<file path="config.mk">
export PLATFORM = sky130hd
export DESIGN_NAME = cdd_decoder
export DESIGN_NICKNAME = d
export VERILOG_FILES = /design/src/cdd_pkg.sv /design/src/cdd_alu.sv /design/src/cdd_decoder.sv
export SDC_FILE = /design/constraint.sdc
export NUM_CORES = 1
export LEC_CHECK = 0
export BUFFER_PORTS_ARGS = -buffer_cell sky130_fd_sc_hd__buf_2
export CORE_UTILIZATION = 59
export DETAILED_ROUTE_END_ITERATION = 6
export PLACE_DENSITY = 0.89
export SLEW_MARGIN = 20
export SYNTH_ARGS = -nofsm -noshare
export SYNTH_HDL_FRONTEND = slang
export SYNTH_SLANG_ARGS = --single-unit
</file>
<file path="constraint.sdc">
create_clock -name clk_in -period 7.9 [get_ports clk_in]
set_input_delay 0.395 -clock clk_in [delete_from_list [all_inputs] [get_ports clk_in]]
set_output_delay 0.395 -clock clk_in [all_outputs]
set_load 0.02 [all_outputs]
</file>
<file path="src/cdd_pkg.sv">
/*
 * constants shared by the compare/decrement decode slice: opcodes, prefix,
 * flag positions, fetch and execution cycle counts.
 * assumes the fetch unit hands over whole opcode bytes, prefix included.
 */
// Function
// - bit inversion 60/61 complements dst, keeps carry, sets Z S, clears V.
// - compare A2..A7 subtracts src from dst, no store, sets C Z S V.
// - prefix 1F before compare opcode adds carry borrow, one extra fetch cycle.
// - prefix 1F with A8/A9 is extended compare with borrow, 5 fetch 3 exec.
// - A8/A9 alone are extended compare, 4 fetch 3 exec, flags as compare.
// - decimal adjust 40/41 sets C Z S, V undefined, D H kept.
// - byte decrement 30/31, carry kept, Z S V from result.
// - word decrement 80/81, five or six exec cycles, carry kept, Z S V set.
// - opcode 8F clears interrupt enable bit 7, two exec cycles, flags kept.
// - opcode 9F sets interrupt enable bit 7, two exec cycles, flags kept.
// - xA opcodes decrement register x, branch if nonzero, three exec, no flags.
// - dash keeps flag, asterisk derives from result, X leaves it undefined.
package cdd_pkg;
   // ---------------------------------------------------------------
   // opcodes
   // ---------------------------------------------------------------
   localparam logic [7:0] OP_INVERT_R  = 8'h60;
   localparam logic [7:0] OP_INVERT_IR = 8'h61;
   localparam logic [7:0] OP_CMP_LO    = 8'ha2;
   localparam logic [7:0] OP_CMP_HI    = 8'ha7;
   localparam logic [7:0] OP_CMPX_RR   = 8'ha8;
   localparam logic [7:0] OP_CMPX_IM   = 8'ha9;
   localparam logic [7:0] OP_PREFIX    = 8'h1f;
   localparam logic [7:0] OP_DADJ_R    = 8'h40;
   localparam logic [7:0] OP_DADJ_IR   = 8'h41;
   localparam logic [7:0] OP_DECB_R    = 8'h30;
   localparam logic [7:0] OP_DECB_IR   = 8'h31;
   localparam logic [7:0] OP_WDEC_RR   = 8'h80;
   localparam logic [7:0] OP_WDEC_IRR  = 8'h81;
   localparam logic [7:0] OP_MASK      = 8'h8f;
   localparam logic [7:0] OP_UNMASK    = 8'h9f;
   localparam logic [3:0] OP_CDB_LOW   = 4'ha;
   localparam logic [7:0] CDB_LO       = 8'h0a;
   localparam logic [7:0] CDB_HI       = 8'hfa;
   // ---------------------------------------------------------------
   // flag positions in the flags byte: C Z S V D H
   // ---------------------------------------------------------------
   localparam int FL_C = 7;
   localparam int FL_Z = 6;
   localparam int FL_S = 5;
   localparam int FL_V = 4;
   localparam int FL_D = 3;
   localparam int FL_H = 2;
   localparam int IEN_BIT = 7;
   localparam logic [7:0] FLAGS_RST  = 8'h00;
   localparam logic [7:0] INTCTL_RST = 8'h00;
   localparam logic [7:0] DADJ_SIX   = 8'h06;
   localparam logic [7:0] DADJ_SIXTY = 8'h60;
   localparam logic [3:0] DADJ_NINE  = 4'h9;
   localparam logic [7:0] DADJ_99    = 8'h99;
   // ---------------------------------------------------------------
   // cycle counts
   // ---------------------------------------------------------------
   localparam logic [2:0] EX_2 = 3'h2;
   localparam logic [2:0] EX_3 = 3'h3;
   localparam logic [2:0] EX_4 = 3'h4;
   localparam logic [2:0] EX_5 = 3'h5;
   localparam logic [2:0] EX_6 = 3'h6;
   localparam logic [2:0] FE_1 = 3'h1;
   localparam logic [2:0] FE_2 = 3'h2;
   localparam logic [2:0] FE_3 = 3'h3;
   localparam logic [2:0] FE_4 = 3'h4;
   localparam logic [2:0] FE_5 = 3'h5;
   typedef enum {CDD_IDLE, CDD_PREFIXED, CDD_EXEC} cdd_state_e;
endpackage

</file>
<file path="src/cdd_alu.sv">
/*
 * arithmetic for the decode slice: subtract with borrow, byte ops, word
 * decrement and decimal adjust, all combinational.
 * assumes operands are valid in the cycle the decoder latches them.
 */
`timescale 1ns/1ps
module cdd_alu (
   input  wire logic [2:0]  op_in,     // 0 cmp,1 inv,2 dadj,3 decb,4 wdec,5 cdb
   input  wire logic [15:0] dst_in,    // destination value
   input  wire logic [7:0]  src_in,    // source value
   input  wire logic        carry_in,  // borrow input
   input  wire logic        use_c_in,  // include carry in subtract
   input  wire logic        half_in,   // half carry for decimal adjust
   output logic      [15:0] res_out,   // result
   output logic             c_out,     // carry out
   output logic             v_out      // overflow out
);
   // ---------------------------------------------------------------
   // subtract path shared by compare and decrements
   // ---------------------------------------------------------------
   wire logic [7:0] sub_b   = (op_in == 3'd0) ? src_in : 8'h01;
   wire logic       bor     = (op_in == 3'd0) && use_c_in && carry_in;
   wire logic [8:0] diff    = {1'b0, dst_in[7:0]} - {1'b0, sub_b} - {8'h00, bor};
   wire logic [15:0] wdiff  = dst_in - 16'h0001;
   wire logic [7:0] inv     = ~dst_in[7:0];
   // decimal adjust after a subtraction-free add; correct low then high digit
   wire logic lo_fix = half_in || (dst_in[3:0] > cdd_pkg::DADJ_NINE);
   wire logic hi_fix = carry_in || (dst_in[7:0] > cdd_pkg::DADJ_99);
   wire logic [7:0] dadj = dst_in[7:0] + (lo_fix ? cdd_pkg::DADJ_SIX : 8'h00)
                         + (hi_fix ? cdd_pkg::DADJ_SIXTY : 8'h00);
   wire logic v_sub = (dst_in[7] != sub_b[7]) && (diff[7] != dst_in[7]);
   wire logic v_w   = dst_in[15] && !wdiff[15];
   // selection
   assign res_out = (op_in == 3'd1) ? {8'h00, inv} :
                    (op_in == 3'd2) ? {8'h00, dadj} :
                    (op_in == 3'd4) ? wdiff : {8'h00, diff[7:0]};
   assign c_out   = (op_in == 3'd2) ? hi_fix : diff[8];
   assign v_out   = (op_in == 3'd4) ? v_w : v_sub;
endmodule // cdd_alu

</file>
<file path="src/cdd_decoder.sv">
/*
 * decode and execute slice for inversion, compare, compare with borrow,
 * extended compare, decimal adjust, byte/word decrement, count-down branch
 * and interrupt mask/unmask.
 * assumes the fetch unit presents one opcode byte per op_valid_in pulse and
 * supplies operands with it; the core writes results back from res_out.
 */
`timescale 1ns/1ps
module cdd_decoder (
   input  wire logic        clk_in,        // 50 MHz system clock
   input  wire logic        rst_n_in,      // synchronous reset, active low
   input  wire logic        op_valid_in,   // opcode byte offered
   input  wire logic [7:0]  opcode_in,     // opcode byte
   input  wire logic [15:0] dst_in,        // destination operand
   input  wire logic [7:0]  src_in,        // source operand
   output logic             op_ready_out,  // ready for an opcode, high whenever not executing
   output logic             pass_out,      // opcode not ours, handed on
   output logic             busy_out,      // executing
   output logic             done_out,      // one-cycle completion pulse
   output logic             wr_en_out,     // result is to be stored
   output logic             word_out,      // result is 16 bits
   output logic [15:0]      res_out,       // result value
   output logic [3:0]       reg_num_out,   // count-down register number
   output logic             branch_out,    // take relative branch
   output logic [2:0]       fetch_cyc_out, // fetch cycles of the instruction
   output logic [7:0]       flags_out,     // flags register
   output logic [7:0]       intctl_out     // interrupt_control_reg
);
   // ---------------------------------------------------------------
   // decode
   // ---------------------------------------------------------------
   cdd_pkg::cdd_state_e state_r, state_nxt;
   logic [2:0] cnt_r;
   logic       pre_r;
   wire logic is_inv  = opcode_in == cdd_pkg::OP_INVERT_R || opcode_in == cdd_pkg::OP_INVERT_IR;
   wire logic is_cmp  = opcode_in >= cdd_pkg::OP_CMP_LO && opcode_in <= cdd_pkg::OP_CMP_HI;
   wire logic is_cmpx = opcode_in == cdd_pkg::OP_CMPX_RR || opcode_in == cdd_pkg::OP_CMPX_IM;
   wire logic is_dadj = opcode_in == cdd_pkg::OP_DADJ_R || opcode_in == cdd_pkg::OP_DADJ_IR;
   wire logic is_decb = opcode_in == cdd_pkg::OP_DECB_R || opcode_in == cdd_pkg::OP_DECB_IR;
   wire logic is_wdec = opcode_in == cdd_pkg::OP_WDEC_RR || opcode_in == cdd_pkg::OP_WDEC_IRR;
   wire logic is_mask = opcode_in == cdd_pkg::OP_MASK;
   wire logic is_unm  = opcode_in == cdd_pkg::OP_UNMASK;
   wire logic is_cdb  = opcode_in[3:0] == cdd_pkg::OP_CDB_LOW;
   wire logic is_pre  = opcode_in == cdd_pkg::OP_PREFIX;
   wire logic in_pre  = state_r == cdd_pkg::CDD_PREFIXED;
   // after a prefix only compares belong here
   wire logic ours    = in_pre ? (is_cmp || is_cmpx)
                      : (is_inv || is_cmp || is_cmpx || is_dadj || is_decb || is_wdec
                         || is_mask || is_unm || is_cdb || is_pre);
   wire logic idle    = state_r != cdd_pkg::CDD_EXEC;
   wire logic take    = op_valid_in && idle && ours;
   wire logic start   = take && !is_pre;
   assign op_ready_out = idle;
   assign pass_out     = op_valid_in && idle && !ours;
   assign busy_out     = !idle;
   // execution cycles per opcode; indirect forms carry opcode bit 0
   wire logic [2:0] ex_len =
        (is_cmp && !opcode_in[0])         ? cdd_pkg::EX_3 :
        is_cmp                            ? cdd_pkg::EX_4 :
        is_cmpx                           ? cdd_pkg::EX_3 :
        is_wdec                           ? (opcode_in[0] ? cdd_pkg::EX_6 : cdd_pkg::EX_5) :
        (is_mask || is_unm)               ? cdd_pkg::EX_2 :
        is_cdb                            ? cdd_pkg::EX_3 :
        opcode_in[0]                      ? cdd_pkg::EX_3 : cdd_pkg::EX_2;
   wire logic [2:0] fe_base =
        is_cmpx ? cdd_pkg::FE_4 :
        (is_cmp && opcode_in >= cdd_pkg::OP_CMP_LO + 8'h02) ? cdd_pkg::FE_3 :
        (is_mask || is_unm) ? cdd_pkg::FE_1 : cdd_pkg::FE_2;
   wire logic [2:0] fe_len = fe_base + (in_pre ? 3'h1 : 3'h0);
   // ---------------------------------------------------------------
   // arithmetic
   // ---------------------------------------------------------------
   wire logic [2:0] alu_op = (is_cmp || is_cmpx) ? 3'd0 : is_inv ? 3'd1 : is_dadj ? 3'd2 :
                             is_decb ? 3'd3 : is_wdec ? 3'd4 : 3'd5;
   logic [15:0] alu_res;
   logic        alu_c;
   logic        alu_v;
   cdd_alu u_alu (
      .op_in    (alu_op),
      .dst_in   (dst_in),
      .src_in   (src_in),
      .carry_in (flags_out[cdd_pkg::FL_C]),
      .use_c_in (in_pre),
      .half_in  (flags_out[cdd_pkg::FL_H]),
      .res_out  (alu_res),
      .c_out    (alu_c),
      .v_out    (alu_v)
   );
   wire logic res_zero = is_wdec ? (alu_res == 16'h0000) : (alu_res[7:0] == 8'h00);
   wire logic res_sign = is_wdec ? alu_res[15] : alu_res[7];
   // flag update: keep ('-') unless the opcode derives ('*') or fixes it
   logic [7:0] flags_new;
   always_comb begin
      flags_new = flags_out;
      if (is_inv) begin
         flags_new[cdd_pkg::FL_Z] = res_zero;
         flags_new[cdd_pkg::FL_S] = res_sign;
         flags_new[cdd_pkg::FL_V] = 1'b0;
      end else if (is_cmp || is_cmpx || is_decb || is_wdec) begin
         if (is_cmp || is_cmpx) begin
            flags_new[cdd_pkg::FL_C] = alu_c;
         end
         flags_new[cdd_pkg::FL_Z] = res_zero;
         flags_new[cdd_pkg::FL_S] = res_sign;
         flags_new[cdd_pkg::FL_V] = alu_v;
      end else if (is_dadj) begin
         flags_new[cdd_pkg::FL_C] = alu_c;
         flags_new[cdd_pkg::FL_Z] = res_zero;
         flags_new[cdd_pkg::FL_S] = res_sign;
         // overflow undefined: left as it was, which is a legal value
      end
   end
   // ---------------------------------------------------------------
   // state machine
   // ---------------------------------------------------------------
   always_comb begin
      case (state_r)
         cdd_pkg::CDD_IDLE,
         cdd_pkg::CDD_PREFIXED: begin
            if (take && is_pre && !in_pre) state_nxt = cdd_pkg::CDD_PREFIXED;
            else if (start) state_nxt = cdd_pkg::CDD_EXEC;
            else if (op_valid_in) state_nxt = cdd_pkg::CDD_IDLE;
            else state_nxt = state_r;
         end
         cdd_pkg::CDD_EXEC: state_nxt = (cnt_r == 3'h1) ? cdd_pkg::CDD_IDLE : cdd_pkg::CDD_EXEC;
         default: state_nxt = cdd_pkg::CDD_IDLE;
      endcase
   end
   always_ff @(posedge clk_in) begin
      if (!rst_n_in) begin
         state_r <= cdd_pkg::CDD_IDLE;
         cnt_r   <= 3'h0;
         pre_r   <= 1'b0;
      end else begin
         state_r <= state_nxt;
         cnt_r   <= start ? ex_len - 3'h1 : (cnt_r != 3'h0 ? cnt_r - 3'h1 : 3'h0);
         pre_r   <= start ? in_pre : pre_r;
      end
   end
   // latch results at issue; done fires at the last execution cycle
   always_ff @(posedge clk_in) begin
      if (!rst_n_in) begin
         flags_out     <= cdd_pkg::FLAGS_RST;
         intctl_out    <= cdd_pkg::INTCTL_RST;
         res_out       <= 16'h0000;
         wr_en_out     <= 1'b0;
         word_out      <= 1'b0;
         reg_num_out   <= 4'h0;
         branch_out    <= 1'b0;
         fetch_cyc_out <= 3'h0;
      end else if (start) begin
         flags_out     <= flags_new;
         if (is_mask) intctl_out[cdd_pkg::IEN_BIT] <= 1'b0;
         if (is_unm)  intctl_out[cdd_pkg::IEN_BIT] <= 1'b1;
         res_out       <= alu_res;
         // compares never store their difference
         wr_en_out     <= is_inv || is_dadj || is_decb || is_wdec || is_cdb;
         word_out      <= is_wdec;
         reg_num_out   <= opcode_in[7:4];
         branch_out    <= is_cdb && (alu_res[7:0] != 8'h00);
         fetch_cyc_out <= fe_len;
      end
   end
   assign done_out = (state_r == cdd_pkg::CDD_EXEC) && (cnt_r == 3'h1);

   // ---------------------------------------------------------------
   // checks
   // ---------------------------------------------------------------
   property p_inv_keeps_carry;
      @(posedge clk_in) disable iff (!rst_n_in)
      start && is_inv |=> flags_out[cdd_pkg::FL_C] == $past(flags_out[cdd_pkg::FL_C])
                          && !flags_out[cdd_pkg::FL_V];
   endproperty
   a_inv_keeps_carry: assert property (p_inv_keeps_carry) else $error("inversion flags");
   property p_cmp_nostore;
      @(posedge clk_in) disable iff (!rst_n_in)
      start && (is_cmp || is_cmpx) |=> !wr_en_out ##[1:2] done_out;
   endproperty
   a_cmp_nostore: assert property (p_cmp_nostore) else $error("compare stored");
   property p_pre_fetch;
      @(posedge clk_in) disable iff (!rst_n_in)
      start && in_pre && is_cmp |=> fetch_cyc_out ==
         (($past(opcode_in) >= cdd_pkg::OP_CMP_LO + 8'h02) ? cdd_pkg::FE_4 : cdd_pkg::FE_3);
   endproperty
   a_pre_fetch: assert property (p_pre_fetch) else $error("prefix fetch count");
   property p_cmpx_cycles;
      @(posedge clk_in) disable iff (!rst_n_in)
      start && is_cmpx |=> fetch_cyc_out == (pre_r ? cdd_pkg::FE_5 : cdd_pkg::FE_4)
                           ##1 done_out;
   endproperty
   a_cmpx_cycles: assert property (p_cmpx_cycles) else $error("extended compare");
   property p_wdec_len;
      @(posedge clk_in) disable iff (!rst_n_in)
      start && opcode_in == cdd_pkg::OP_WDEC_IRR |=> !done_out [*4] ##1 done_out;
   endproperty
   a_wdec_len: assert property (p_wdec_len) else $error("word decrement length");
   property p_mask;
      @(posedge clk_in) disable iff (!rst_n_in)
      start && is_mask |=> !intctl_out[cdd_pkg::IEN_BIT] && $stable(flags_out) ##0 done_out;
   endproperty
   a_mask: assert property (p_mask) else $error("mask interrupts");
   property p_unmask;
      @(posedge clk_in) disable iff (!rst_n_in)
      start && is_unm |=> intctl_out[cdd_pkg::IEN_BIT] && $stable(flags_out);
   endproperty
   a_unmask: assert property (p_unmask) else $error("unmask interrupts");
   property p_cdb_flags;
      @(posedge clk_in) disable iff (!rst_n_in)
      start && is_cdb && !is_cmp |=> $stable(flags_out) ##1 done_out;
   endproperty
   a_cdb_flags: assert property (p_cdb_flags) else $error("count-down flags");
   property p_pass;
      @(posedge clk_in) disable iff (!rst_n_in)
      pass_out |=> state_r == cdd_pkg::CDD_IDLE && $stable(flags_out) && $stable(intctl_out);
   endproperty
   a_pass: assert property (p_pass) else $error("foreign opcode side effect");
   // byte decrement stores its result but must not touch carry
   property p_decb_carry;
      @(posedge clk_in) disable iff (!rst_n_in)
      start && is_decb |=> flags_out[cdd_pkg::FL_C] == $past(flags_out[cdd_pkg::FL_C])
                           && wr_en_out;
   endproperty
   a_decb_carry: assert property (p_decb_carry) else $error("byte decrement carry");
   // decimal adjust keeps the decimal and half-carry bits
   property p_dadj_keep;
      @(posedge clk_in) disable iff (!rst_n_in)
      start && is_dadj |=> flags_out[cdd_pkg::FL_D] == $past(flags_out[cdd_pkg::FL_D])
                           && flags_out[cdd_pkg::FL_H] == $past(flags_out[cdd_pkg::FL_H])
                           && wr_en_out;
   endproperty
   a_dadj_keep: assert property (p_dadj_keep) else $error("decimal adjust flags");
endmodule // cdd_decoder

</file>
# Word-level counts from Yosys, hierarchy flattened
# Index checks and enable logic that the tools add are counted.
[totals] register_bits=66 in_bits=35 output_inout_bits=46 wordCells=155
[op_classes] add_sub_neg=8 n_lt_le_gt_ge=5 n_eq_ne=27 n_mux=42 bitwise_logic=2 reduce_logical=59
[ops] operator="$mux W32" count=3
[ops] operator="$eq A32 B2 Y1 const B" count=2
[ops] operator="$pmux W32 S2" count=1
[ops] operator="$eq A8 B8 Y1 const B" count=6
[ops] operator="$mux W16" count=3
[ops] operator="$mux W3" count=15
[ops] operator="$eq A32 B1 Y1 const B" count=1
[ops] operator="$eq A32 B3 Y1 const B" count=1
[ops] operator="$eq A8 B7 Y1 const B" count=4
[ops] operator="$logic_not A32 Y1" count=1
[ops] operator="$ne A32 B3 Y1 const B" count=1
[ops] operator="$logic_or A1 B1 Y1" count=23
[ops] operator="$add A8 B8 Y8" count=2
[ops] operator="$eq A8 B6 Y1 const B" count=2
[ops] operator="$ge A8 B8 Y1 const B" count=2
[ops] operator="$logic_not A16 Y1" count=1
[ops] operator="$sub A16 B1 Y16 const B" count=1
[ops] operator="$logic_and A1 B1 Y1" count=15
[ops] operator="$mux W1" count=14
[ops] operator="$sub A8 B8 Y9" count=1
[ops] operator="$sub A9 B1 Y9" count=1
[ops] operator="$eq A8 B5 Y1 const B" count=1
[ops] operator="$gt A8 B8 Y1 const B" count=1
[ops] operator="$le A8 B8 Y1 const B" count=1
[ops] operator="24 further kinds" count=40

# Depth between registers and ports, before layout
# Gate-level depths: netlist of run 1.
[logic_depth] ltp_word=19 mapped_depth=17 depth_no_buf=14

# By module
# From an unflattened synthesis of run 1, not the netlist that was laid out.
[hier_totals] cells_unflattened=453 hier_area_um2=3489.6
[by_module_without_submodules] mod="cdd_decoder" n_inst=1 cells_per_inst=237 area_per_inst_um2=2003.2 seq_area_each_um2=720.7
[by_module_without_submodules] mod="cdd_alu" n_inst=1 cells_per_inst=216 area_per_inst_um2=1486.4 seq_area_each_um2=0.0

# Least setup slack after synthesis of run 1
# OpenSTA, ideal clock, no wires.
[synth_path] kind="input port to flip-flop" startpoint="input port opcode_in[2]" endpoint="register branch_out" setup_time_ns=0.117 arrival_ns=3.613 required_time_ns=7.783 setup_slack_ns=4.169 path_stages=16 n_path_buf=3 path_cell_list="buf_2 > nor2_4 > xnor2_1 > and3_1 > buf_2 > clkbuf_1 > nand2b_1 > fa_1 > fa_1 > a21bo_2 > a211oi_1 > xnor2_1 > a21boi_0 > a221oi_1 > nand4_1 > a32o_1"
[synth_via] elab_chain_len=16 word_cells_on_any_way=55 cone_classes="add/sub: 2; order compare: 2; eq/ne: 17; mux: 10; reduce/logical: 24"
[synth_rtl] element="start: declaration" line_no="cdd_decoder.sv:13" source="input wire logic [7:0] opcode_in,"
[synth_rtl] element="$eq A8 B8 Y1" line_no="cdd_decoder.sv:40" source="wire logic is_wdec = opcode_in == cdd_pkg::OP_WDEC_RR || opcode_in == cdd_pkg::OP_WDEC_IRR;"
[synth_rtl] element="$logic_or A1 B1 Y1" line_no="cdd_decoder.sv:40"
[synth_rtl] element="$mux W1" line_no="cdd_decoder.sv:74" source="is_decb ? 3'd3 : is_wdec ? 3'd4 : 3'd5;"
[synth_rtl] element="$mux W3" line_no="cdd_decoder.sv:74"
[synth_rtl] element="$mux W3 (3 in a row)" line_no="cdd_decoder.sv:73" source="wire logic [2:0] alu_op = (is_cmp || is_cmpx) ? 3'd0 : is_inv ? 3'd1 : is_dadj ? 3'd2 :"
[synth_rtl] element="$logic_not A3 Y1" line_no="cdd_alu.sv:21, cdd_alu.sv:22"
[synth_rtl] element="$mux W8 / $logic_and A1 B1 Y1 (equally long branches)" line_no="cdd_alu.sv:21, cdd_alu.sv:22"
[synth_rtl] element="$sub A8 B8 Y9 / $logic_and A1 B1 Y1 (equally long branches)" line_no="cdd_alu.sv:23, cdd_alu.sv:22"
[synth_rtl] element="$sub A9 B1 Y9" line_no="cdd_alu.sv:23" source="wire logic [8:0] diff = {1'b0, dst_in[7:0]} - {1'b0, sub_b} - {8'h00, bor};"
[synth_rtl] element="$mux W16" line_no="cdd_alu.sv:36" source="(op_in == 3'd4) ? wdiff : {8'h00, diff[7:0]};"
[synth_rtl] element="$mux W16" line_no="cdd_alu.sv:35" source="(op_in == 3'd2) ? {8'h00, dadj} :"
[synth_rtl] element="$mux W16" line_no="cdd_alu.sv:34" source="assign res_out = (op_in == 3'd1) ? {8'h00, inv} :"
[synth_rtl] element="$reduce_bool A8 Y1" line_no="cdd_decoder.sv:160" source="branch_out <= is_cdb && (alu_res[7:0] != 8'h00);"
[synth_rtl] element="$logic_and A1 B1 Y1" line_no="cdd_decoder.sv:160"
[synth_rtl] element="end signal: assignment" line_no="cdd_decoder.sv:160"
[synth_rtl] element="end: declaration" line_no="cdd_decoder.sv:24" source="output logic branch_out,"
# Parallel ways exist; a longest one is shown, timed or not.
# A chain may end at the register's enable or synchronous reset.

# Worst setup path in the final report of run 1
[layout_path] startpoint="input port opcode_in[4]" endpoint="register branch_out"
# Same word-level chain as after synthesis.

==> reports/results.ini, run 1 <==
[cts]
cts_hold_buf=0
htreeDepth=2
clock_latency_ns=0.29
cts_tree=done
root_buffer=clkbuf_8
postCtsSetupBuffers=0
cts_sinks=36
numCtsBuffers=5
cts_max_path_buffers=2
post_cts_resized=0
clk_pin_slew_ns=0.08

[timing]
fin_crit_ns=4.06
drv_slew=0
slew_headroom_pct=33.1
tns_ns=0
finalHoldViolCount=0
fin_crit_sh_pct=51.4
worst_clock_skew_ns=0.00547
worst_slack_ns=3.84
worst_pin_slew_ns=1.00
rsz0062_at_grt=no
fmax_mhz=246
setup_viol=0

[synth]
synth-seq-cells=36
synth_flop_cell=dfxtp_1
synth_area_sq_um=3270
syn_avg_cell_area_sq_um=7.44
netlist_instances=440
yosys.cell_types.count=64
synthArstFlopShare_pct=0
synth_warnings=0
yosysSeqAreaShare_pct=22.0
synth_edf_count=0

[layout]
final_cell_mix=69 x buf_2, 47 x nand2_1, 38 x nor2_1
n_antenna_cell=0
design_area_sq_um=3640
final_common_cell=buf_2
nFillCells=460
fin_nets=554
layout-drive-gt1-share_pct=17.9
area_growth_pct=11.2

[setup_path]
arrival_ns=4.25
start_kind=primary input
path_cells=buf_2, nor3b_2, and3_1, nand2b_1, fa_1, fa_1, a21bo_2, a211oi_1, xnor2_1, a21boi_0, a221oi_1, nand4_1, a32o_1
cp.depth=13
reg2reg_depth=13
critPathMostFrequentCell=fa_1
cp_slowest_stage_delay_ns=0.58
path_class=in -> reg
path_buf_inv=1
critPathTopFamily=compound AO/OA/AOI/OAI gates
worst-path-max-fanout=15
worst-endpoint-required_ns=8.09
critPathSlowestCell=and3_1
endpoint_kind=flop

[global_routing]
antenna_found_initial=0
grt_max_degree=33
grt_pass1_wl_mm=14.1
grt_pass1_vias=3046
track_usage_pct=29.7
grt_overflow=0

[floorplan]
die_area_sq_um=5850
die_w_microns=76.5
pin_count=81
num_rows=26
fp.dieH_microns=76.5
initial_utilization_pct=62.5
core_area_sq_um=5240

[power]
p_int_w=0.000293
power.share.clock_pct=29.7
p_comb_share_pct=28.0
p_leak_nw=1.66
p_per_area_nw_per_um2=122
peakVddDrop_mv=0.0627
switching_share_pct=33.9
sequentialPowerShare_pct=42.4
p_sw_w=0.000150

[worst_hold_path]
hold_depth=2
min_path_type=in -> reg

[routing]
wl_mm=8.47
ant_nets=0
route.detailed.wl_per_inst_microns=15.1
vias=3355
routed_via_density=5.97
drt_pass1_iterations=5
first_iter_violations=246
drc=0

[place]
port_buffers=69
hpwl_mm=6.49
place_ws_ns=3.61
place_area_sq_um=3540
gp_congestion=0.988

[status]
status=completed

[flow_run]
maxCapViolCount=0

## final timing paths
kind | end | slack, ns | startpoint
setup / recovery | branch_out | 3.84 | opcode_in[4]
hold / removal | res_out[5] | 0.44 | rst_n_in
setup reg to reg | branch_out | 4.43 | state_r[1]
hold reg to reg | fetch_cyc_out[1] | 0.45 | fetch_cyc_out[1]
## stage by stage
step	cells	total power [W]	util, %	hold slack, ns
floorplan	450	0.000283	-	0.459
global placement	553	0.000310	67.5	0.440
detailed placement	553	0.000313	67.5	0.445
CTS	561	0.000441	69.2	0.440
global route	562	0.000464	69.5	0.437
finish	562	0.000443	69.5	0.442
## metal layers
| layer | global-route usage, % | vias to the layer above | share of wire (%) |
|---|---|---|---|
| li1 | - | 1617 | - |
| met3 | 5.51 | 22 | 7.4 |
| met5 | 0 | - | 0 |
| met1 | 35.2 | 1553 | 41 |
| met2 | 51.9 | 163 | 49 |
| met4 | 13.5 | 0 | 2.3 |
## worst reg2reg max path, stage by stage, from the launching register on
cell      delay, ns
dfxtp_1        0.38
inv_1          0.08
nand2_1        0.10
inv_1          0.10
and3_1         0.20
fa_1           0.40
fa_1           0.41
a21bo_2        0.24
a211oi_1       0.34
xnor2_1        0.16
a21boi_0       0.10
a221oi_1       0.41
nand4_1        0.20
a32o_1         0.24
## power groups by stage
stage	sequential (W)	combinational [W]	clock, W
2_1_floorplan	0.000196	0.0000875	0
3_3_place_gp	0.000192	0.000118	0
3_5_place_dp	0.000192	0.000121	0
4_1_cts	0.000188	0.000121	0.000132
5_1_grt	0.000188	0.000137	0.000140
6_report	0.000188	0.000124	0.000132
## kinds of logic (layout without fill, tap and decap cells)
group / Yosys count / after routing / share of synthesized area (%)
simple gates: 182 / 182 / 29.0
compound gates: 94 / 94 / 19.1
buf+inv: 68 / 110 / 10.0
flops: 36 / 36 / 22.0
fa+ha+maj: 28 / 28 / 11.2
xor+xnor: 23 / 23 / 6.15
mux: 8 / 8 / 2.45
other cells: 1 / 11 / 0.115
## Yosys cell counts, drive strengths merged (4+ instances only)
cell type,number,area [sq um]
nor3,15,75.1
nand2,47,176
nor3b,5,42.5
o22ai,4,25.0
nor2,39,154
a21oi,26,134
mux2i,8,80.1
o21ai,17,88.8
a211oi,9,67.6
nand3,10,50.1
buf,27,174
o211ai,6,45.0
inv,31,116
xor2,11,96.3
or3,7,43.8
nand2b,5,31.3
a22oi,4,30.0
clkbuf,9,33.8
dfxtp,36,721
and3,8,50.1
xnor2,12,105
nor2b,4,25.0
ha,26,325
or2,5,31.3
nor4,7,50.1
and2,13,81.3
## state kept, by name, indices dropped and copies added, names as in the netlist
register and count:
branch_out 1, cnt_r 3, fetch_cyc_out 3, flags_out 4, intctl_out 1, reg_num_out 4
res_out 16, state_r 2, word_out 1, wr_en_out 1
## final cells by class
cell class	count	area, sq um	area share (%)
clock inverter	3	18.8	0.516
inverter	32	120	3.30
tap	70	87.6	2.41
timing repair buffer	70	360	9.90
sequential	36	721	19.8
multi-input combinational	346	2260	62.2
clock buffer	5	68.8	1.89
Note: power is estimated with default switching activity, not from simulation.
==> inputs of run 2 (changes only) <==
Settings changed: CORE_UTILIZATION 59 to 55, PLACE_DENSITY 0.89 to 0.84.
Clock period 7.9 ns to 3.9 ns, I/O delays scaled along.
==> reports/results.ini, run 2 (synthesized netlist as in run 1, its figures left out) <==
[timing]
fin_crit_ns=3.40
fmax_mhz=294
setup_viol=0  ; unchanged
worst_pin_slew_ns=0.999  ; was 1.00 ns
worst_clock_skew_ns=0.00437  ; was 0.00547 ns
drv_slew=0  ; unchanged
fin_crit_sh_pct=87.1
rsz0062_at_grt=no  ; unchanged
tns_ns=0  ; unchanged
slew_headroom_pct=33.3  ; was 33.1%
finalHoldViolCount=0  ; unchanged

[global_routing]
antenna_found_initial=0  ; unchanged
track_usage_pct=28.9  ; was 29.7%
grt_pass1_vias=3055  ; was 3,046
grt_pass1_wl_mm=14.3  ; was 14.1 mm
grt_max_degree=31  ; was 33
grt_overflow=0  ; unchanged

[setup_path]
cp-endpoint=branch_out  ; unchanged
reg2reg_slack_ns=0.50  ; was 4.43 ns
reg2reg_depth=13  ; unchanged
endpoint_kind=flop  ; unchanged
arrival_ns=3.60  ; was 4.25 ns
worst-path-max-fanout=12  ; was 15
path_class=in -> reg  ; unchanged
reg2reg_to=branch_out  ; unchanged
crit_start=opcode_in[4]  ; unchanged
start_kind=primary input  ; unchanged
worst-endpoint-required_ns=4.10  ; was 8.09 ns
r2r-start=state_r[1]  ; unchanged

[power]
sequentialPowerShare_pct=41.9  ; was 42.4%
p_int_w=0.000595  ; was 0.000293 W
p_sw_w=0.000314  ; was 0.000150 W
p_leak_nw=1.67  ; was 1.66 nW
power.share.clock_pct=30.4  ; was 29.7%
switching_share_pct=34.5  ; was 33.9%
p_comb_share_pct=27.8  ; was 28.0%
p_per_area_nw_per_um2=248  ; was 122 nW/um^2
peakVddDrop_mv=0.180  ; was 0.0627 mV

[layout]
final_common_cell=buf_2  ; unchanged
register_area_sq_um=721  ; unchanged
area_growth_pct=11.7  ; was 11.2%
top_regs=res_out x16, flags_out x4, reg_num_out x4  ; unchanged
n_antenna_cell=0  ; unchanged
final_cell_mix=69 x buf_2, 47 x nand2_1, 38 x nor2_1  ; unchanged
layout-drive-gt1-share_pct=18.4  ; was 17.9%
multiInputGateArea_sq_um=2260  ; unchanged
postLayoutCoreUtil_pct=65.2  ; was 69.5%
fin_nets=557  ; was 554
nFillCells=531  ; was 460
largest_reg_flops=16  ; unchanged
largest_register=res_out  ; unchanged

[routing]
drc=0  ; unchanged
vias=3365  ; was 3,355
first_iter_violations=295  ; was 246
route.detailed.wl_per_inst_microns=15.3  ; was 15.1 microns
wl_mm=8.67  ; was 8.47 mm
routed_via_density=5.93  ; was 5.97
ant_nets=0  ; unchanged
drt_pass1_iterations=5  ; unchanged

[place]
port_buffers=69  ; unchanged
gp_congestion=0.953  ; was 0.988
hpwl_mm=6.67  ; was 6.49 mm

[floorplan]
initial_utilization_pct=58.4  ; was 62.5%
die_w_microns=79.2  ; was 76.5 microns
pin_count=81  ; unchanged
core_area_sq_um=5610  ; was 5240 sq um
fp.dieH_microns=79.2  ; was 76.5 microns
num_rows=27  ; was 26
die_area_sq_um=6270  ; was 5850 sq um

[cts]
numCtsBuffers=5  ; unchanged
postCtsSetupBuffers=0  ; unchanged
cts_tree=done  ; unchanged
clock_latency_ns=0.30  ; was 0.29 ns
htreeDepth=2  ; unchanged
post_cts_resized=0  ; unchanged
cts_max_path_buffers=2  ; unchanged
clk_pin_slew_ns=0.08  ; about the same
cts_sinks=36  ; unchanged
root_buffer=clkbuf_8  ; unchanged
cts_hold_buf=0  ; unchanged

[flow_run]
maxCapViolCount=0  ; unchanged

[status]
status=completed  ; unchanged

[worst_hold_path]
worstHoldStart=rst_n_in  ; unchanged
min_path_type=in -> reg  ; unchanged

-- run 2: stage by stage --
step | cell area [sq um] | cells | power, W | hold slack [ns] | setup slack [ns]
3_5_place_dp | 3570 | 559 | 0.000635 | 0.445 | 0.235
6_report | 3660 | 567 | 0.000908 | 0.240 | 0.503
5_1_grt | 3660 | 567 | 0.000951 | 0.254 | 0.252
3_3_place_gp | 3570 | 559 | 0.000628 | 0.440 | 0.384
2_1_floorplan | 3310 | 450 | 0.000574 | 0.358 | 0.369
4_1_cts | 3660 | 567 | 0.000903 | 0.233 | 0.549
-- run 2: worst min path at each step --
| stage | endpoint | slack [ns] | cells after the start |
|---|---|---|---|
| 2_1_floorplan | reg_num_out[3] | 0.36 | 2 |
| 3_3_place_gp | res_out[0] | 0.44 | 2 |
| 3_5_place_dp | res_out[12] | 0.44 | 2 |
| 4_1_cts | res_out[5] | 0.23 | 2 |
| 5_1_grt | res_out[5] | 0.25 | 2 |
| 6_report | res_out[5] | 0.24 | 2 |
-- run 2: cell type report --
type	instances	area share (%)
multi-input cells	346	61.9
flip-flops and latches	36	19.7
clock inverters	3	0.513
repair buffers	73	10.3
inverters	32	3.28
clock buffers	5	1.88
well taps	72	2.46
-- run 2: per-layer routing --
layer	vias to the layer above	share of wire (%)	GRT usage, %
met5	-	0	0
met4	0	1.9	10.4
li1	1627	-	-
met3	17	6.3	5.06
met2	146	49	50.2
met1	1575	43	35.6
-- run 2: power groups by stage --
stage               Combinational (W)  Clock [W]  Sequential [W]
global placement             0.000239          0        0.000389
detailed placement           0.000246          0        0.000389
global route                 0.000278   0.000292        0.000381
floorplan                    0.000177          0        0.000397
finish                       0.000252   0.000276        0.000380
CTS                          0.000248   0.000274        0.000380
-- run 2: worst max-delay path: stages --
cell and delay [ns]:
buf_2 0.17, nor3b_2 0.36, and3_1 0.30, nand2b_1 0.10
fa_1 0.44, fa_1 0.42, a21bo_2 0.25, a211oi_1 0.34
xnor2_1 0.16, a21boi_0 0.11, a221oi_1 0.31, nand4_1 0.18
a32o_1 0.23
==> inputs of run 3 (changes only) <==
Settings changed: ABC_AREA from default to 1, PLACE_DENSITY 0.84 to 0.83.
==> reports/results.ini, run 3 <==
[cts]
numCtsBuffers=5  ; unchanged
post_cts_resized=0  ; unchanged
cts_tree=done  ; unchanged
clock_latency_ns=0.29  ; was 0.30 ns
htreeDepth=2  ; unchanged
clk_pin_slew_ns=0.08  ; about the same
cts_sinks=36  ; unchanged
cts_max_path_buffers=2  ; unchanged
postCtsSetupBuffers=0  ; unchanged
root_buffer=clkbuf_8  ; unchanged
cts_hold_buf=0  ; unchanged

[synth]
synth.largest_area_cell=dfxtp_1  ; unchanged
synth_warnings=0  ; unchanged
synth_top_area_share_pct=20.9  ; was 22.0%
synthTopCellsByCount=161 x nand2_1, 83 x inv_1, 68 x nor2_1  ; was 47 x nand2_1, 38 x nor2_1, 36 x dfxtp_1
synth_flop_cell=dfxtp_1  ; unchanged
synth-seq-cells=36  ; unchanged
syn_avg_cell_area_sq_um=5.87  ; was 7.44 sq um
synth_edf_count=0  ; unchanged
yosysMostFrequentCell=nand2_1  ; unchanged
netlist_instances=587  ; was 440
yosys.cell_types.count=32  ; was 64
synthArstFlopShare_pct=0  ; unchanged
yosysSeqAreaShare_pct=20.9  ; was 22.0%
synth.area.top_cells=dfxtp_1 21%, nand2_1 18%, ha_1 9.4%  ; was dfxtp_1 22%, ha_1 9.9%, nand2_1 5.4%
synth_area_sq_um=3450  ; was 3270 sq um

[floorplan]
pin_count=81  ; unchanged
num_rows=28  ; was 27
die_w_microns=81.2  ; was 79.2 microns
initial_utilization_pct=57.5  ; was 58.4%
die_area_sq_um=6590  ; was 6270 sq um
core_area_sq_um=5990  ; was 5610 sq um
fp.dieH_microns=81.2  ; was 79.2 microns

[worst_hold_path]
hold_depth=4  ; was 2
min_path_type=in -> reg  ; unchanged
worstHoldStart=op_valid_in  ; was rst_n_in
hold_end=state_r[0]  ; was res_out[5]

[routing]
ant_nets=0  ; unchanged
routed_via_density=5.38  ; was 5.93
first_iter_violations=269  ; was 295
vias=3890  ; was 3,365
drt_pass1_iterations=6  ; was 5
route.detailed.wl_per_inst_microns=13.1  ; was 15.3 microns
wl_mm=9.45  ; was 8.67 mm
drc=0  ; unchanged

[power]
p_per_area_nw_per_um2=259  ; was 248 nW/um^2
sequentialPowerShare_pct=38.7  ; was 41.9%
p_int_w=0.000665  ; was 0.000595 W
p_comb_share_pct=28.3  ; was 27.8%
p_leak_nw=2.15  ; was 1.67 nW
p_sw_w=0.000342  ; was 0.000314 W
switching_share_pct=34.0  ; was 34.5%
power.share.clock_pct=33.0  ; was 30.4%
peakVddDrop_mv=0.230  ; was 0.180 mV

[place]
port_buffers=69  ; unchanged
hpwl_mm=7.45  ; was 6.67 mm
gp_congestion=0.948  ; was 0.953

[setup_path]
worst-endpoint-required_ns=4.07  ; was 4.10 ns
critPathTopFamily=simple AND/OR/NAND/NOR gates  ; was compound AO/OA/AOI/OAI gates
path_class=in -> reg  ; unchanged
critPathMostFrequentCell=nand2_1  ; was fa_1
r2r-start=state_r[0]  ; was state_r[1]
reg2reg_depth=17  ; was 13
path_cells=buf_2, inv_2, nor2_2, nand4_1, nand2_2, inv_2, or2_2, fa_1, inv_1, ha_1, or2_2, nand2_1, nand3_1, nand2_1, nand3_1, nand2_1, nand3_1, nor3_2, nand2_1, nand2_1, a21oi_1  ; was buf_2, nor3b_2, and3_1, nand2b_1, fa_1, fa_1, a21bo_2, a211oi_1, xnor2_1, a21boi_0, a221oi_1, nand4_1, a32o_1
cp_slowest_stage_delay_ns=0.53  ; was 0.44 ns
worst-path-max-fanout=10  ; was 12
reg2reg_slack_ns=1.04  ; was 0.50 ns
arrival_ns=3.23  ; was 3.60 ns
critPathSlowestCell=fa_1  ; unchanged
path_buf_inv=4  ; was 1
reg2reg_to=branch_out  ; unchanged
start_kind=primary input  ; unchanged
endpoint_kind=flop  ; unchanged

[layout]
register_area_sq_um=721  ; unchanged
area_growth_pct=12.7  ; was 11.7%
layout-drive-gt1-share_pct=15.4  ; was 18.4%
postLayoutCoreUtil_pct=64.8  ; was 65.2%
largest_register=res_out  ; unchanged
fin_nets=710  ; was 557
final_cell_mix=161 x nand2_1, 83 x inv_1, 69 x buf_2  ; was 69 x buf_2, 47 x nand2_1, 38 x nor2_1
largest_reg_flops=16  ; unchanged
final_common_cell=nand2_1  ; was buf_2
n_antenna_cell=0  ; unchanged
multiInputGateArea_sq_um=2260  ; about the same
nFillCells=594  ; was 531
top_regs=res_out x16, flags_out x4, reg_num_out x4  ; unchanged

[timing]
slew_headroom_pct=46.3  ; was 33.3%
setup_viol=0  ; unchanged
finalHoldViolCount=0  ; unchanged
worst_clock_skew_ns=0.00463  ; was 0.00437 ns
fin_crit_sh_pct=78.5  ; was 87.1%
fin_crit_ns=3.06  ; was 3.40 ns
fmax_mhz=327  ; was 294 MHz
drv_slew=0  ; unchanged
rsz0062_at_grt=no  ; unchanged
worst_pin_slew_ns=0.802  ; was 0.999 ns
tns_ns=0  ; unchanged

[global_routing]
grt_max_degree=46  ; was 31
grt_overflow=0  ; unchanged
grt_pass1_wl_mm=15.3  ; was 14.3 mm
grt_pass1_vias=3374  ; was 3,055
antenna_found_initial=0  ; unchanged
track_usage_pct=29.8  ; was 28.9%

[flow_run]
maxCapViolCount=0  ; unchanged

[status]
status=completed  ; unchanged

==> run 3: power groups by stage <==
| stage | clock network (W) | registers [W] | logic [W] |
|---|---|---|---|
| after floorplan | 0 | 0.000413 | 0.000187 |
| after global placement | 0 | 0.000398 | 0.000276 |
| after detailed placement | 0 | 0.000398 | 0.000279 |
| after CTS | 0.000331 | 0.000390 | 0.000281 |
| after global routing | 0.000347 | 0.000392 | 0.000320 |
| final | 0.000332 | 0.000390 | 0.000285 |
==> run 3: stage by stage <==
stage | instances | hold WS, ns | instance area [sq um] | setup slack, ns | total power, W
6_report | 723 | 0.209 | 3880 | 0.840 | 0.00101
5_1_grt | 723 | 0.225 | 3880 | 0.538 | 0.00106
4_1_cts | 723 | 0.206 | 3880 | 0.865 | 0.00100
3_5_place_dp | 715 | 0.446 | 3770 | 0.562 | 0.000678
3_3_place_gp | 715 | 0.448 | 3770 | 0.625 | 0.000674
2_1_floorplan | 597 | 0.342 | 3480 | 1.12 | 0.000601
==> run 3: logic make-up (layout without fill, tap and decap cells) <==
kind of cell / after synthesis / after routing / share of synthesized area, %
AO/OA/AOI/OAI: 84 / 84 / 12.7
other: 1 / 11 / 0.109
adder cells (fa/ha/maj): 28 / 28 / 10.6
XOR/XNOR: 8 / 8 / 2.03
buffers and inverters: 117 / 168 / 14.6
AND/OR/NAND/NOR: 313 / 313 / 39.1
flip-flops: 36 / 36 / 20.9
==> run 3: cell type report <==
type / count / share of cell area, %
Clock inverter: 3 / 1.10
Sequential cell: 36 / 18.6
Timing Repair Buffer: 72 / 9.47
Clock buffer: 5 / 1.77
Multi-Input combinational cell: 444 / 58.2
Tap cell: 75 / 2.42
Inverter: 88 / 8.50
==> run 3: how the worst max path moves through the flow <==
| stage | startpoint | to | slack (ns) | cells after the start |
|---|---|---|---|---|
| global route | opcode_in[5] | branch_out | 0.54 | 23 |
| CTS | opcode_in[5] | branch_out | 0.87 | 21 |
| detailed placement | opcode_in[5] | branch_out | 0.56 | 21 |
| finish | opcode_in[5] | branch_out | 0.84 | 21 |
| floorplan | opcode_in[7] | branch_out | 1.12 | 22 |
| global placement | opcode_in[5] | branch_out | 0.63 | 21 |
==> run 3: routing by layer <==
metal | vias to the layer above | global-route usage (%) | share of wire (%)
met5 | - | 0 | 0
met4 | 0 | 5.71 | 0.87
met3 | 19 | 4.49 | 7.1
met2 | 172 | 52.4 | 47
met1 | 1743 | 38.3 | 45
li1 | 1956 | - | -
==> run 3: worst register-to-register path, stage by stage (launching register included) <==
cell and delay [ns]:
dfxtp_1 0.35, inv_1 0.05, nor2_1 0.13, inv_1 0.08, nor3_1 0.24, fa_1 0.47, ha_1 0.19, or2_2 0.31
nand2_1 0.09, nand3_1 0.07, nand2_1 0.06, nand3_1 0.14, nand2_1 0.13, nand3_1 0.10, nor3_2 0.14, nand2_1 0.07
nand2_1 0.06, a21oi_1 0.05
